$ cat src/dso_pkg.sv
// constants shared by the status-flag block: register map, field layout,
// function codes and reset values.
// assumes a 32-bit apb bus with 8 address bits decoded.
package dso_pkg;
  localparam int          AW             = 8;
  localparam int          DW             = 32;
  localparam int          CODE_W         = 8;
  // byte offsets of the register words
  localparam logic [7:0]  OFS_TERM_CFG   = 8'h00;
  localparam logic [7:0]  OFS_START_FREQ = 8'h04;
  localparam logic [7:0]  OFS_CURR_THR   = 8'h08;
  localparam logic [7:0]  OFS_PV_HIGH    = 8'h0C;
  localparam logic [7:0]  OFS_PV_LOW     = 8'h10;
  localparam logic [7:0]  OFS_FLAGS      = 8'h14;
  localparam logic [7:0]  OFS_IRQ_STS    = 8'h18;
  localparam logic [7:0]  OFS_IRQ_MASK   = 8'h1C;
  // terminal config fields
  localparam int          POS_T11        = 0;
  localparam int          POS_T12        = 8;
  localparam int          POS_RELAY      = 16;
  // flag vector bit positions (also irq status layout)
  localparam int          NFLAG          = 4;
  localparam int          FL_POS         = 0;
  localparam int          FL_VLOSS       = 1;
  localparam int          FL_CLOSS       = 2;
  localparam int          FL_BOOST       = 3;
  localparam int          FL_TERM        = 4;
  // output function codes
  localparam logic [7:0]  FN_POS_DONE    = 8'h17;
  localparam logic [7:0]  FN_VOLT_LOSS   = 8'h1B;
  localparam logic [7:0]  FN_CURR_LOSS   = 8'h1C;
  localparam logic [7:0]  FN_BOOST       = 8'h1F;
  // current loop scaling: input lsb in microamps, loss level in microamps
  localparam int          CURR_LSB_UA    = 10;
  localparam int          CURR_LOSS_UA   = 4000;
  localparam logic [15:0] CURR_THR_RST   = 16'(CURR_LOSS_UA / CURR_LSB_UA);
  localparam logic [15:0] START_FREQ_RST = 16'h0000;
  localparam logic [15:0] PV_HIGH_RST    = 16'h0000;
  localparam logic [15:0] PV_LOW_RST     = 16'h0000;
  localparam logic [23:0] TERM_CFG_RST   = 24'h000000;

  // maps a terminal's function code onto the flag it carries
  function automatic logic fn_select(input logic [7:0] code, input logic [NFLAG-1:0] fl);
    logic r;
    r = 1'b0;
    case (code)
      FN_POS_DONE:  r = fl[FL_POS];
      FN_VOLT_LOSS: r = fl[FL_VLOSS];
      FN_CURR_LOSS: r = fl[FL_CLOSS];
      FN_BOOST:     r = fl[FL_BOOST];
      default:      r = 1'b0;
    endcase
    return r;
  endfunction
endpackage

$ cat src/dso_boost_hyst.sv
// two-threshold hysteresis for the second-stage boost flag.
// assumes tick, run and feedback are already on clk_sys.
`timescale 1ns/1ps
module dso_boost_hyst #(
  parameter int W = 16
) (
  // clock and reset
  input  wire logic         clk_sys,
  input  wire logic         rst_n,
  // sample inputs
  input  wire logic         tick,
  input  wire logic         run,
  input  wire logic [W-1:0] fb,
  input  wire logic [W-1:0] lim_low,
  input  wire logic [W-1:0] lim_high,
  // flag
  output logic              boost_q
);
  logic boost_d;
  wire  below_low  = fb < lim_low;
  wire  above_high = fb > lim_high;

  // stop wins at once, not only at the next tick, so the second drive halts promptly
  always_comb begin
    boost_d = boost_q;
    if (!run) begin
      boost_d = 1'b0;
    end else if (tick && below_low) begin
      boost_d = 1'b1;
    end else if (tick && above_high) begin
      boost_d = 1'b0;
    end
  end

  always_ff @(posedge clk_sys or negedge rst_n) begin
    if (!rst_n) boost_q <= 1'b0;
    else        boost_q <= boost_d;
  end
endmodule

$ cat src/dso_status_flags.sv
// status-flag generator for assignable output terminals, with apb registers.
// assumes one clock; position and run come from pins, samples from same-clock logic.
//
// Summary of operation
// - code 23 terminal shows positioning done, low while not done.
// - terminals 11, 12 and relay each pick a flag by function code.
// - code 27 terminal is high while voltage input loss is seen.
// - code 28 terminal is high while current input loss is seen.
// - voltage loss when voltage sample is below start-frequency value.
// - current loss when current sample is below the 4 mA threshold.
// - loss flags clear by themselves once input recovers.
// - signal loss never raises a trip or fault.
// - loss flags are evaluated whether stopped or running.
// - once running, boost flag sets if feedback is below low limit.
// - boost flag clears when feedback exceeds high limit.
// - between the limits the boost flag keeps its state.
// - boost re-sets whenever feedback falls below low limit during run.
// - leaving run forces the boost flag low.
// - boost may rise only in run with feedback below low limit.
`timescale 1ns/1ps
module dso_status_flags #(
  parameter int W = 16
) (
  // clock and reset
  input  wire logic                   clk_sys,
  input  wire logic                   rst_n,
  // apb slave
  input  wire logic                   psel,
  input  wire logic                   penable,
  input  wire logic                   pwrite,
  input  wire logic [dso_pkg::AW-1:0] paddr,
  input  wire logic [dso_pkg::DW-1:0] pwdata,
  input  wire logic [3:0]             pstrb,
  output logic                        pready,
  output logic                        pslverr,
  output logic [dso_pkg::DW-1:0]      prdata,
  // pins from the drive
  input  wire logic                   position_done_in,
  input  wire logic                   run_cmd_in,
  // samples from the control loop
  input  wire logic                   sample_tick,
  input  wire logic [W-1:0]           volt_analog_in,
  input  wire logic [W-1:0]           current_analog_in,
  input  wire logic [W-1:0]           process_feedback,
  // output terminals
  output logic                        term_11_q,
  output logic                        term_12_q,
  output logic                        relay_contact_a,
  output logic                        relay_contact_b,
  // interrupt
  output logic                        irq
);
  // reset release and pin synchronisers
  logic rst_m_q, rst_sync_n;
  logic pos_m_q, pos_s_q;
  logic run_m_q, run_s_q;

  always_ff @(posedge clk_sys or negedge rst_n) begin
    if (!rst_n) begin
      rst_m_q    <= 1'b0;
      rst_sync_n <= 1'b0;
    end else begin
      rst_m_q    <= 1'b1;
      rst_sync_n <= rst_m_q;
    end
  end

  always_ff @(posedge clk_sys or negedge rst_sync_n) begin
    if (!rst_sync_n) begin
      pos_m_q <= 1'b0;
      pos_s_q <= 1'b0;
      run_m_q <= 1'b0;
      run_s_q <= 1'b0;
    end else begin
      pos_m_q <= position_done_in;
      pos_s_q <= pos_m_q;
      run_m_q <= run_cmd_in;
      run_s_q <= run_m_q;
    end
  end

  // configuration registers
  logic [23:0]                term_cfg_q;
  logic [15:0]                start_freq_q;
  logic [15:0]                curr_thr_q;
  logic [15:0]                pv_high_q;
  logic [15:0]                pv_low_q;
  logic [dso_pkg::NFLAG-1:0]  irq_sts_q;
  logic [dso_pkg::NFLAG-1:0]  irq_mask_q;
  logic [dso_pkg::DW-1:0]     prdata_q;

  // apb decode
  wire setup_rd  = psel && !penable && !pwrite;
  wire access    = psel && penable;
  wire wr_en     = access && pwrite;
  wire hit_cfg   = paddr == dso_pkg::OFS_TERM_CFG;
  wire hit_sf    = paddr == dso_pkg::OFS_START_FREQ;
  wire hit_ct    = paddr == dso_pkg::OFS_CURR_THR;
  wire hit_hi    = paddr == dso_pkg::OFS_PV_HIGH;
  wire hit_lo    = paddr == dso_pkg::OFS_PV_LOW;
  wire hit_fl    = paddr == dso_pkg::OFS_FLAGS;
  wire hit_is    = paddr == dso_pkg::OFS_IRQ_STS;
  wire hit_im    = paddr == dso_pkg::OFS_IRQ_MASK;
  wire mapped    = hit_cfg | hit_sf | hit_ct | hit_hi | hit_lo | hit_fl | hit_is | hit_im;
  // flags are read-only; a write there is refused like an unmapped one
  wire bad_acc   = !mapped || (pwrite && hit_fl);
  wire wr_ok     = wr_en && !bad_acc;

  assign pready  = 1'b1;
  assign pslverr = access && bad_acc;
  assign prdata  = prdata_q;

  // byte-lane merge of a register with write data
  function automatic logic [31:0] lane_merge(input logic [31:0] old, input logic [31:0] wd, input logic [3:0] st);
    logic [31:0] r;
    r = old;
    for (int i = 0; i < 4; i++) begin
      if (st[i]) r[8*i +: 8] = wd[8*i +: 8];
    end
    return r;
  endfunction

  wire [31:0] cfg_new = lane_merge({8'h00, term_cfg_q}, pwdata, pstrb);
  wire [31:0] sf_new  = lane_merge({16'h0000, start_freq_q}, pwdata, pstrb);
  wire [31:0] ct_new  = lane_merge({16'h0000, curr_thr_q}, pwdata, pstrb);
  wire [31:0] hi_new  = lane_merge({16'h0000, pv_high_q}, pwdata, pstrb);
  wire [31:0] lo_new  = lane_merge({16'h0000, pv_low_q}, pwdata, pstrb);
  wire [31:0] im_new  = lane_merge({28'h0000000, irq_mask_q}, pwdata, pstrb);

  always_ff @(posedge clk_sys or negedge rst_sync_n) begin
    if (!rst_sync_n) begin
      term_cfg_q   <= dso_pkg::TERM_CFG_RST;
      start_freq_q <= dso_pkg::START_FREQ_RST;
      curr_thr_q   <= dso_pkg::CURR_THR_RST;
      pv_high_q    <= dso_pkg::PV_HIGH_RST;
      pv_low_q     <= dso_pkg::PV_LOW_RST;
      irq_mask_q   <= '0;
    end else if (wr_ok) begin
      if (hit_cfg) term_cfg_q   <= cfg_new[23:0];
      if (hit_sf)  start_freq_q <= sf_new[15:0];
      if (hit_ct)  curr_thr_q   <= ct_new[15:0];
      if (hit_hi)  pv_high_q    <= hi_new[15:0];
      if (hit_lo)  pv_low_q     <= lo_new[15:0];
      if (hit_im)  irq_mask_q   <= im_new[dso_pkg::NFLAG-1:0];
    end
  end

  // flag evaluation
  logic                       pos_flag_q;
  logic                       vloss_q;
  logic                       closs_q;
  logic                       seen_q;
  logic                       second_stage_boost_flag;
  logic [dso_pkg::NFLAG-1:0]  flags_q;

  // loss checks run regardless of run state, and feed no trip path
  wire vloss_now = volt_analog_in < W'(start_freq_q);
  wire closs_now = current_analog_in < W'(curr_thr_q);

  always_ff @(posedge clk_sys or negedge rst_sync_n) begin
    if (!rst_sync_n) begin
      pos_flag_q <= 1'b0;
      vloss_q    <= 1'b0;
      closs_q    <= 1'b0;
      seen_q     <= 1'b0;
    end else if (sample_tick) begin
      pos_flag_q <= pos_s_q;
      vloss_q    <= vloss_now;
      closs_q    <= closs_now;
      seen_q     <= 1'b1;
    end
  end

  dso_boost_hyst #(
    .W        (W)
  ) u_boost (
    .clk_sys  (clk_sys),
    .rst_n    (rst_sync_n),
    .tick     (sample_tick),
    .run      (run_s_q),
    .fb       (process_feedback),
    .lim_low  (W'(pv_low_q)),
    .lim_high (W'(pv_high_q)),
    .boost_q  (second_stage_boost_flag)
  );

  always_comb begin
    flags_q                    = '0;
    flags_q[dso_pkg::FL_POS]   = pos_flag_q;
    flags_q[dso_pkg::FL_VLOSS] = vloss_q;
    flags_q[dso_pkg::FL_CLOSS] = closs_q;
    flags_q[dso_pkg::FL_BOOST] = second_stage_boost_flag;
  end

  // output terminals; a boost terminal is wired as the forward run of a second drive
  logic relay_q;
  genvar g;
  for (g = 0; g < 3; g++) begin : g_term
    logic t_q;
    dso_term_sel u_sel (
      .clk_sys (clk_sys),
      .rst_n   (rst_sync_n),
      .code    (term_cfg_q[8*g +: 8]),
      .flags   (flags_q),
      .term_q  (t_q)
    );
  end
  assign term_11_q = g_term[0].t_q;
  assign term_12_q = g_term[1].t_q;
  assign relay_q   = g_term[2].t_q;

  always_ff @(posedge clk_sys or negedge rst_sync_n) begin
    if (!rst_sync_n) begin
      relay_contact_a <= 1'b0;
      relay_contact_b <= 1'b0;
    end else begin
      relay_contact_a <= relay_q;
      relay_contact_b <= ~relay_q;
    end
  end

  // interrupts: rising flag edges, sticky, write one to clear, set wins
  logic [dso_pkg::NFLAG-1:0] flags_prev_q;
  wire  [dso_pkg::NFLAG-1:0] rise   = flags_q & ~flags_prev_q;
  wire  [dso_pkg::NFLAG-1:0] w1c    = (wr_ok && hit_is) ? pwdata[dso_pkg::NFLAG-1:0] : '0;
  wire  [dso_pkg::NFLAG-1:0] sts_d  = (irq_sts_q & ~w1c) | rise;

  always_ff @(posedge clk_sys or negedge rst_sync_n) begin
    if (!rst_sync_n) begin
      flags_prev_q <= '0;
      irq_sts_q    <= '0;
    end else begin
      flags_prev_q <= flags_q;
      irq_sts_q    <= sts_d;
    end
  end
  assign irq = |(irq_sts_q & irq_mask_q);

  // read data is captured in the setup phase so it stands through the access phase
  wire [31:0] fl_word = {25'h0000000, relay_q, term_12_q, term_11_q, flags_q};
  wire [31:0] rd_mux  = hit_cfg ? {8'h00, term_cfg_q} :
                        hit_sf  ? {16'h0000, start_freq_q} :
                        hit_ct  ? {16'h0000, curr_thr_q} :
                        hit_hi  ? {16'h0000, pv_high_q} :
                        hit_lo  ? {16'h0000, pv_low_q} :
                        hit_fl  ? fl_word :
                        hit_is  ? {28'h0000000, irq_sts_q} :
                        hit_im  ? {28'h0000000, irq_mask_q} : 32'h00000000;

  always_ff @(posedge clk_sys or negedge rst_sync_n) begin
    if (!rst_sync_n)   prdata_q <= '0;
    else if (setup_rd) prdata_q <= rd_mux;
  end
endmodule

$ cat src/dso_term_sel.sv
// one assignable output terminal: picks a flag by function code and registers it.
// assumes code and flags are on clk_sys.
`timescale 1ns/1ps
module dso_term_sel (
  // clock and reset
  input  wire logic                   clk_sys,
  input  wire logic                   rst_n,
  // selection
  input  wire logic [7:0]             code,
  input  wire logic [dso_pkg::NFLAG-1:0] flags,
  // terminal
  output logic                        term_q
);
  wire sel = dso_pkg::fn_select(code, flags);

  always_ff @(posedge clk_sys or negedge rst_n) begin
    if (!rst_n) term_q <= 1'b0;
    else        term_q <= sel;
  end
endmodule

$ cat config.mk
export PLATFORM = sky130hd
export DESIGN_NAME = dso_status_flags
export DESIGN_NICKNAME = d
export VERILOG_FILES = /design/src/dso_pkg.sv /design/src/dso_boost_hyst.sv /design/src/dso_status_flags.sv /design/src/dso_term_sel.sv
export SDC_FILE = /design/constraint.sdc
export NUM_CORES = 1
export LEC_CHECK = 0
export BUFFER_PORTS_ARGS = -buffer_cell sky130_fd_sc_hd__buf_2
export CAP_MARGIN = 20
export CORE_ASPECT_RATIO = 0.7
export CORE_UTILIZATION = 25
export DETAILED_ROUTE_END_ITERATION = 6
export HOLD_SLACK_MARGIN = 0.06
export RECOVER_POWER = 25
export SYNTH_ARGS = -nofsm -noshare
export SYNTH_HDL_FRONTEND = slang
export SYNTH_SLANG_ARGS = --single-unit
$ cat constraint.sdc
create_clock -name clk_sys -period 6.5 [get_ports clk_sys]
set_input_delay 0 -clock clk_sys [delete_from_list [all_inputs] [get_ports clk_sys]]
set_output_delay 0 -clock clk_sys [all_outputs]
set_load 0.03 [all_outputs]
==> impl_results.md, run 1 <==
* Status: complete, but fails checks
* Failing checks: capacitance limit, slew limit
* Final slew viol count at 49
* Final Util at 0.317
* Reg2Reg Setup Slack at 3.58 ns
* Setup TNS at 0 ns
* CP max stage cell: or4_1
* Post-synthesis mux area share at 0.122
* Critical path, cell by cell: dlygate4sd3_1 > buf_2 > or4_1 > nor2_4 > nand2_1 > nor2_2 > mux2_2
* RSZ-0062 raised after global routing: false
* Clock power frac at 0.473
* Total global routing overflow at 0
* Hold Buf Count CTS at 32
* Synth cell count leaders: dfrtp_1, nand2_1, mux2_2, inv_1, o21ai_0
* Critical path's largest stage delay at 0.91 ns
* Postcts setup bufs at 0
* Synth Area per Inst at 10.2 sq um
* Worst reg2reg path endpoint: start_freq_q[2]
* P per Cell Area at 219 nW/um^2
* CP Buf/Inv Count at 2
* Sw frac at 0.242
* Largest area contributor in the netlist: dfrtp_1
* Sink Count at 139
* Synthesis warning total at 0
* Die width at 212 um
* Layout cells sized above 1 at 0.248
* # resized after CTS at 0
* Total internal power at 1590 uW
* Highest Clock Rate at 0.340 GHz
* Chip Height at 149 um
* Min-Delay Path Depth at 5
* Core ar. at 30200 sq um
* Ys async rst share at 1.00
* Post-Syn Area at 7710 sq um
* Comb pwr share at 0.096
* Type of origin of the critical path: input port
* Sw Pwr at 507 uW
* Yosys top cell area share at 0.441
* Largest net degree at the start of global routing at 56
* DRT antenna net count at 0
* Nets at 1058
* Final setup viols at 0
* Aggregate global-route resource usage at 0.156
* DIE AREA at 31600 sq um
* Levels on crit path at 7
* Synth Area in XOR/XNOR at 0
* Post-synthesis sequential area ratio at 0.451
* Ranking of synthesized cells by area: dfrtp_1, mux2_2, ha_1, o21ai_0, nand2_1
* Synth cell types at 49
* Final Cycle Share at 0.452
* Max Root-Sink Buffers at 2
* Cells after Synth at 756
* Wire length per cell at 18.0 um
* DR iter-0 viols at 379
* Min-delay worst type: in2reg
* Most used DFF post-synth: dfrtp_1
* Least-Margin Pin Slew at 1.94 ns
* Hpwl dp at 18200 um
* Clock Tree Root: clkbuf_16
* CTS tree: done
* CP arrival at 3.25 ns
* Clock transition at path regs at 0.06 ns
* Post-synth EDFFs at 0
* Slew Limit Headroom at -0.291
* Row count at 53
* Largest family of logic cells by synthesized area: compound AO/OA/AOI/OAI gates
* DR vias/cell at 4.74
* Total CTS buffers at 17
* First-pass GRT wire length at 36500 um
* Worst flop-to-flop path startpoint: rst_sync_n
* Initial Util at 0.256
* Post-synthesis adder-cell area fraction at 0.0990
* Data required time of the worst path at 6.81 ns
* Reg2Reg Depth at 2
* WL final at 23800 um
* Worst vdd ir at 189 uV
* Area Growth Syn to Fin at 24.1%
* Synth Area in Compound Gates at 0.160
* Drt drc at 0
* CP delay by family, top: simple AND/OR/NAND/NOR gates
* H-tree Lvls at 4
* Antenna violations before repair at 7
* Final hold violations at 0
* IO Count at 139
* Max Cap Violations at 1
* Clock Skew at 0.0124 ns
* Min-delay src: current_analog_in[4]
* Most common cell in the netlist: dfrtp_1
* Via count at 6274
* Post-Synth Simple-Gate Area at 0.106
* CP Max Fanout at 19
* Vias in the first global route at 6198
* Leakage at 0.00445 uW
* Hold Path End: closs_q
* CP Class: in2reg
* Gpl congestion at 0.866
* Initial DRT Pass Iterations at 4
* Min Tclk post-route at 2.94 ns
* Clk_lat worst skew at 0.42 ns
* IO buf count at 120
* Sequential power share at 0.431
* CP endpoint kind: flip-flop
* Register bit count reported by yosys at 139
## state kept, by name, summed over array words and instances (netlist names)
register	count
closs_q	1
curr_thr_q	16
flags_prev_q	4
g_term.u_sel.term_q	3
irq_mask_q	4
irq_sts_q	4
pos_flag_q	1
pos_m_q	1
pos_s_q	1
prdata	24
pv_high_q	16
pv_low_q	16
relay_contact_a	1
relay_contact_b	1
rst_m_q	1
rst_sync_n	1
run_m_q	1
run_s_q	1
start_freq_q	16
term_cfg_q	24
u_boost.boost_q	1
vloss_q	1
## worst register-to-register path: stages, from the launching register on
cell	delay [ns]
dfrtp_1	1.64
buf_4	0.63
buf_4	0.69
## power by group through the flow
stage	clock [uW]	combinational [uW]	sequential (uW)
final	990	201	903
after global routing	1040	224	906
after CTS	1000	204	904
after detailed placement	0	187	919
after global placement	0	183	919
after floorplan	0	93.2	927
## layout by cell type (no fill, tap or decap), types with 11 or more instances in the layout
cell and instances:
dfrtp_1 136, buf_2 104, nand2_1 84, mux2_2 76
inv_1 66, o21ai_0 63, ha_1 61, a21oi_1 35
dlygate4sd3_1 32, a21o_1 22, clkbuf_1 18, clkbuf_16 17
a31oi_1 16, o211ai_1 13, nor2_1 13, o31ai_1 11
## metal layers
layer  vias up  share of wire  wire length, um  global-route usage
li1       2966              -                -                   -
met1      3091           0.51            12200               0.228
met2       183           0.41             9860               0.227
met3        26          0.060             1440              0.0432
met4         8          0.013              309              0.0326
met5         -         0.0023               54                   0
## logic make-up (layout without fill, tap and decap cells)
family / after synthesis / in the layout
simple gates: 162 / 162
other cells: 2 / 13
compound gates: 200 / 200
buf+inv: 108 / 252
fa+ha+maj: 61 / 61
flops: 139 / 139
mux: 84 / 84
## how the worst max path moves through the flow
| stage | from | endpoint | slack, ns |
|---|---|---|---|
| floorplan | rst_sync_n | closs_q | 2.35 |
| global placement | paddr[1] | curr_thr_q[3] | 3.51 |
| detailed placement | paddr[1] | curr_thr_q[0] | 3.51 |
| CTS | paddr[7] | curr_thr_q[6] | 3.58 |
| global route | rst_sync_n | start_freq_q[2] | 2.95 |
| finish | paddr[7] | curr_thr_q[5] | 3.56 |
## layout make-up
cell class              count  area [sq um]
fillers                  3128         20600
multi-input cells         517          3790
flip-flops and latches    139          3480
repair buffers            156           931
well taps                 412           515
clock buffers              22           474
inverters                  66           248
clock inverters             8           118
diodes                      3          7.51
## metrics by stage
step / area [sq um] / std cells / power [uW] / hold WS, ns / setup slack (ns)
3_5_place_dp: 8670 / 1258 / 1110 / -0.213 / 3.51
2_1_floorplan: 7740 / 764 / 1020 / -0.296 / 2.35
6_report: 9570 / 1323 / 2090 / 0.0634 / 3.56
4_1_cts: 9580 / 1320 / 2110 / 0.0615 / 3.58
3_3_place_gp: 8670 / 1258 / 1100 / -0.213 / 3.51
5_1_grt: 9560 / 1320 / 2170 / 0.0837 / 2.95
Power figures use the tool's default switching activity.
==> run 2, diff against run 1 <==
--- a/config.mk
+++ b/config.mk
@@ -5,6 +5,7 @@
 export SDC_FILE = /design/constraint.sdc
 export NUM_CORES = 1
 export LEC_CHECK = 0
+export ABC_AREA = 1
 export BUFFER_PORTS_ARGS = -buffer_cell sky130_fd_sc_hd__buf_2
 export CAP_MARGIN = 20
 export CORE_ASPECT_RATIO = 0.7
==> constraint.sdc (replaced) <==
create_clock -name clk_sys -period 2.9 [get_ports clk_sys]
set_input_delay 0 -clock clk_sys [delete_from_list [all_inputs] [get_ports clk_sys]]
set_output_delay 0 -clock clk_sys [all_outputs]
set_load 0.03 [all_outputs]
==> run 2 against run 1 <==
The flow still finishes with violations (capacitance limit, slew limit). Utilization hardly changed. Final area is 3.8% higher. Final cell count is 18% higher. Hold slack better by 0.025 ns. Global-route usage is 0.40 points lower. Sequential share of layout area is 1.3 points lower. Largest cell class unchanged.
==> impl_results.md, run 2 <==
* Hold Path End: curr_thr_q[8]
* Total global routing overflow at 0
* Leakage at 0.00465 uW
* Max Cap Violations at 1
* DR vias/cell at 4.48
* Final hold violations at 0
* Type of origin of the critical path: flip-flop
* Post-synth EDFFs at 0
* Commonest non-fill, non-tap cells in the layout: nand2_1, inv_1, dfrtp_1
* CP Class: reg2async
* Synthesis warning total at 0
* Nets at 1282
* Row count at 54
* Initial Util at 0.255
* Critical path, cell by cell: buf_12
* Synth cell types at 41
* Final setup viols at 0
* Final Cycle Share at 0.694
* Largest area contributor in the netlist: dfrtp_1
* Yosys top cell area share at 0.427
* Post-synthesis sequential area ratio at 0.437
* Least-Margin Pin Slew at 2.00 ns
* RSZ-0062 raised after global routing: false
* Post-Syn Area at 7970 sq um
* Sink Count at 139
* Min-Delay Path Depth at 3
* DIE AREA at 32600 sq um
* Status: complete, but fails checks
* Clock Tree Root: clkbuf_16
* Reg2Reg Setup Slack at 0.89 ns
* Most common cell after layout, fill and taps aside: nand2_1
* Antenna violations before repair at 1
* Critical path's largest stage delay at 1.69 ns
* IO buf count at 120
* Min-delay src: pstrb[1]
* Largest net degree at the start of global routing at 58
* Worst reg2reg path endpoint: curr_thr_q[8]
* DR iter-0 viols at 565
* Slew Limit Headroom at -0.335
* Vias in the first global route at 6668
* Drt drc at 0
* Reg2Reg Depth at 1
* Min-delay worst type: in2reg
* Register bit count reported by yosys at 139
* CP Buf/Inv Count at 1
* Clk_lat worst skew at 0.43 ns
* Hpwl dp at 18800 um
* Levels on crit path at 1
* Cells after Synth at 965
* Highest Clock Rate at 0.497 GHz
* Via count at 6962
* DRT antenna net count at 0
* Non-Filler Instances at 1555
* H-tree Lvls at 4
* Final slew viol count at 47
* CP arrival at 2.54 ns
* # resized after CTS at 0
* Layout cells sized above 1 at 0.177
* Setup TNS at 0 ns
* Max Root-Sink Buffers at 2
* Hold Buf Count CTS at 32
* Most common cell in the netlist: nand2_1
* Area Growth Syn to Fin at 24.6%
* Ys async rst share at 1.00
* Min Tclk post-route at 2.01 ns
* CP endpoint kind: asynchronous set/reset pin
* CP delay by family, top: flip-flops
* Place WS at 0.700 ns
* IO Count at 139
* Clock Skew at 0.00957 ns
* First-pass GRT wire length at 37500 um
* CP max stage cell: dfrtp_1
* Initial DRT Pass Iterations at 5
* Worst flop-to-flop path startpoint: rst_sync_n
* Die width at 215 um
* P per Cell Area at 474 nW/um^2
* Aggregate global-route resource usage at 0.152
* Synth Area per Inst at 8.26 sq um
* CP Max Fanout at 57
* Synth cell count leaders: nand2_1, inv_1, dfrtp_1, o21ai_0, ha_1
* Core ar. at 31300 sq um
* Clock transition at path regs at 0.06 ns
* Most used DFF post-synth: dfrtp_1
* Chip Height at 151 um
* Postcts setup bufs at 0
* Ranking of synthesized cells by area: dfrtp_1, nand2_1, ha_1, inv_1, o21ai_0
* Total CTS buffers at 17
* Worst vdd ir at 348 uV
* Placed Cells at 1490
* WL final at 24000 um
* CTS tree: done
* Failing checks: capacitance limit, slew limit
* Wire length per cell at 15.4 um
* Final setup margin at 0.889 ns
* Gpl congestion at 0.888
* Data required time of the worst path at 3.43 ns
-- run 2: through the flow --
stage               hold slack (ns)  utilization  power (uW)  area [sq um]
floorplan                    -0.296            -        2210          8000
CTS                          0.0700        0.318        4760          9960
global placement             -0.214        0.288        2360          9010
detailed placement           -0.213        0.288        2370          9010
global route                  0.102        0.317        4890          9930
finish                       0.0884        0.317        4700          9930
-- run 2: kinds of logic after synthesis --
kind of cell | after synthesis | share of synthesized area
other | 2 | 0.000942
adders and majority gates | 61 | 0.0957
and+or+nand+nor | 387 | 0.226
DFF | 139 | 0.437
AOI/OAI and AO/OA | 200 | 0.146
buffers and inverters | 176 | 0.0942
-- run 2: metal layers --
layer	part of all wire	wire [um]	track usage	vias to the layer above
met5	0	0	0	-
met4	0.0079	189	0.0291	0
met1	0.50	11900	0.217	3298
met3	0.056	1350	0.0371	19
li1	-	-	-	3468
met2	0.44	10500	0.233	177
-- run 2: area by class of cell --
| class | instances | area (sq um) |
|---|---|---|
| multi-input cells | 658 | 3770 |
| inverters | 141 | 529 |
| diodes | 1 | 2.50 |
| clock buffers | 18 | 429 |
| well taps | 420 | 526 |
| repair buffers | 164 | 998 |
| flip-flops and latches | 139 | 3480 |
| clock inverters | 14 | 196 |
| fillers | 3319 | 21400 |
-- run 2: how the worst max path moves through the flow --
| stage | from | to | slack, ns |
|---|---|---|---|
| floorplan | rst_sync_n | closs_q | 0.59 |
| finish | rst_sync_n | curr_thr_q[8] | 0.89 |
| global route | rst_sync_n | term_cfg_q[10] | 0.53 |
| CTS | penable | pv_low_q[13] | 0.92 |
| global placement | paddr[5] | term_cfg_q[18] | 0.81 |
| detailed placement | paddr[5] | pv_low_q[13] | 0.70 |
-- run 2: power by group --
group	internal [uW]	leakage (uW)	switching, uW
clock	1440	0.000296	897
combinational	147	0.00247	240
sequential	1950	0.00188	23.5
total	3540	0.00465	1160
==> run 3, diff against run 2 <==
==> constraint.sdc (replaced) <==
create_clock -name clk_sys -period 1.8 [get_ports clk_sys]
set_input_delay 0 -clock clk_sys [delete_from_list [all_inputs] [get_ports clk_sys]]
set_output_delay 0 -clock clk_sys [all_outputs]
set_load 0.03 [all_outputs]
==> run 3 against run 2 <==
Clock skew down 0.0021 ns. Total power up 63%. Clock power increased by 64%. The flow now finishes without violations. Sequential share of layout area is 0.95 points lower. Die area did not move. Final area increased by 2.8%. Utilization increased by 0.88 points. Sequential cell count unchanged. Critical path depth is 7 higher. Routed wire length rose by 3.4%.
==> impl_results.md, run 3 (synthesis gave the netlist of run 2 again) <==
* Area of the multi-input gates at 3800 sq um
* Sink Count at 139
* Status: completed
* Register area at 3480 sq um
* CP arrival at 2.02 ns
* Die width at 215 um
* Area Growth Syn to Fin at 28.0%
* Total global routing overflow at 0
* Wire length per cell at 15.7 um
* Clock power frac at 0.501
* DIE AREA at 32600 sq um
* Core ar. at 31300 sq um
* Slew Limit Headroom at 0.262
* Final slew viol count at 0
* Min-delay worst type: in2reg
* CP Buf/Inv Count at 2
* Final Cycle Share at 0.960
* IO buf count at 120
* Via count at 7104
* Row count at 54
* Design Area, Final at 10200 sq um
* CP endpoint kind: flip-flop
* Placed Area at 9220 sq um
* CP max stage cell: dfstp_2
* Type of origin of the critical path: flip-flop
* Clock transition at path regs at 0.06 ns
* CTS tree: done
* Max Root-Sink Buffers at 2
* DR iter-0 viols at 569
* Min Tclk post-route at 1.73 ns
* Clock Skew at 0.00749 ns
* Layout cells sized above 1 at 0.216
* Critical path, cell by cell: inv_1 > ha_1 > inv_1 > o31a_1 > nand2_2 > nand3_1 > nand3_1 > o21ai_0
* # diodes at 0
* CP Max Fanout at 3
* Max Cap Violations at 0
* Sw Pwr at 1810 uW
* Aggregate global-route resource usage at 0.156
* Worst hold margin at 0.0910 ns
* Fillers at 3295
* Sw frac at 0.236
* Vias in the first global route at 7026
* Initial Util at 0.255
* Drt drc at 0
* Antenna violations before repair at 0
* Total internal power at 5860 uW
* Most common cell after layout, fill and taps aside: nand2_1
* Comb pwr share at 0.087
* Final setup margin at 0.0715 ns
* Gpl congestion at 0.893
* DR vias/cell at 4.50
* Chip Height at 151 um
* Worst vdd ir at 747 uV
* CP delay by family, top: flip-flops
* Initial DRT Pass Iterations at 5
* Sequential power share at 0.413
* P per Cell Area at 752 nW/um^2
* Nets at 1308
* Total CTS buffers at 17
* Final hold violations at 0
* Highest Clock Rate at 0.579 GHz
* First-pass GRT wire length at 38800 um
* CP Class: reg2reg
* Least-Margin Pin Slew at 1.11 ns
* Critical path's largest stage delay at 0.54 ns
* Largest net degree at the start of global routing at 44
* Leakage at 0.00489 uW
* WL final at 24800 um
* RSZ-0062 raised after global routing: false
* Clock Tree Root: clkbuf_16
* Data required time of the worst path at 2.10 ns
* Commonest non-fill, non-tap cells in the layout: nand2_1, inv_1, dfrtp_1
* IO Count at 139
* Place WS at -0.00113 ns
* Final setup viols at 0
* H-tree Lvls at 4
* Hpwl dp at 19200 um
* Clk_lat worst skew at 0.42 ns
* DRT antenna net count at 0
[run 3: power by group through the flow]
stage          combinational, uW  sequential [uW]  clock [uW]
5_1_grt                      757             3170        4040
4_1_cts                      676             3170        3920
6_report                     666             3170        3840
3_3_place_gp                 604             3230           0
2_1_floorplan                294             3260           0
3_5_place_dp                 619             3230           0
[run 3: layout make-up]
type	count	area share
sequential	139	0.341
clock inverter	10	0.0159
tap	420	0.0515
inverter	141	0.0519
multi-input combinational	659	0.372
clock buffer	22	0.0474
timing repair buffer	189	0.120
[run 3: metal layers]
metal / up-vias / global-route usage / routed length (um)
met5: - / 0 / 0
met2: 194 / 0.247 / 11100
li1: 3530 / - / -
met3: 17 / 0.0301 / 1320
met1: 3363 / 0.221 / 12200
met4: 0 / 0.0309 / 196
[run 3: tightest hold or removal path: cells and delay by family]
kind	cells	cell delay, ns
compound gates	1	0.07
buf+inv	1	0.17
simple gates	1	0.26
[run 3: what timing repair did]
action	4_1_cts	5_1_grt
setup buffers	0	4
hold buffers	32	0
endpoints found under the hold margin	103	0
gates resized for setup	0	5
endpoints found under the setup margin	0	4
[run 3: final timing paths]
check,cells after the start,startpoint,endpoint,slack (ns)
worst max register to register,8,curr_thr_q[7],closs_q,0.07
worst min register to register,0,rst_sync_n,term_cfg_q[2],0.12
worst max-delay path,8,curr_thr_q[7],closs_q,0.07
worst min-delay path,3,pstrb[1],curr_thr_q[8],0.09
max in group asynchronous,1,rst_sync_n,pv_high_q[14],0.31
min in group asynchronous,0,rst_sync_n,term_cfg_q[2],0.12
[run 3: metrics by stage]
step | power, uW | instances | TNS (ns) | utilization
3_5_place_dp | 3850 | 1511 | -0.00113 | 0.295
4_1_cts | 7770 | 1575 | 0 | 0.326
2_1_floorplan | 3560 | 973 | 0 | -
6_report | 7670 | 1580 | 0 | 0.326
5_1_grt | 7970 | 1580 | 0 | 0.326
3_3_place_gp | 3830 | 1511 | 0 | 0.295
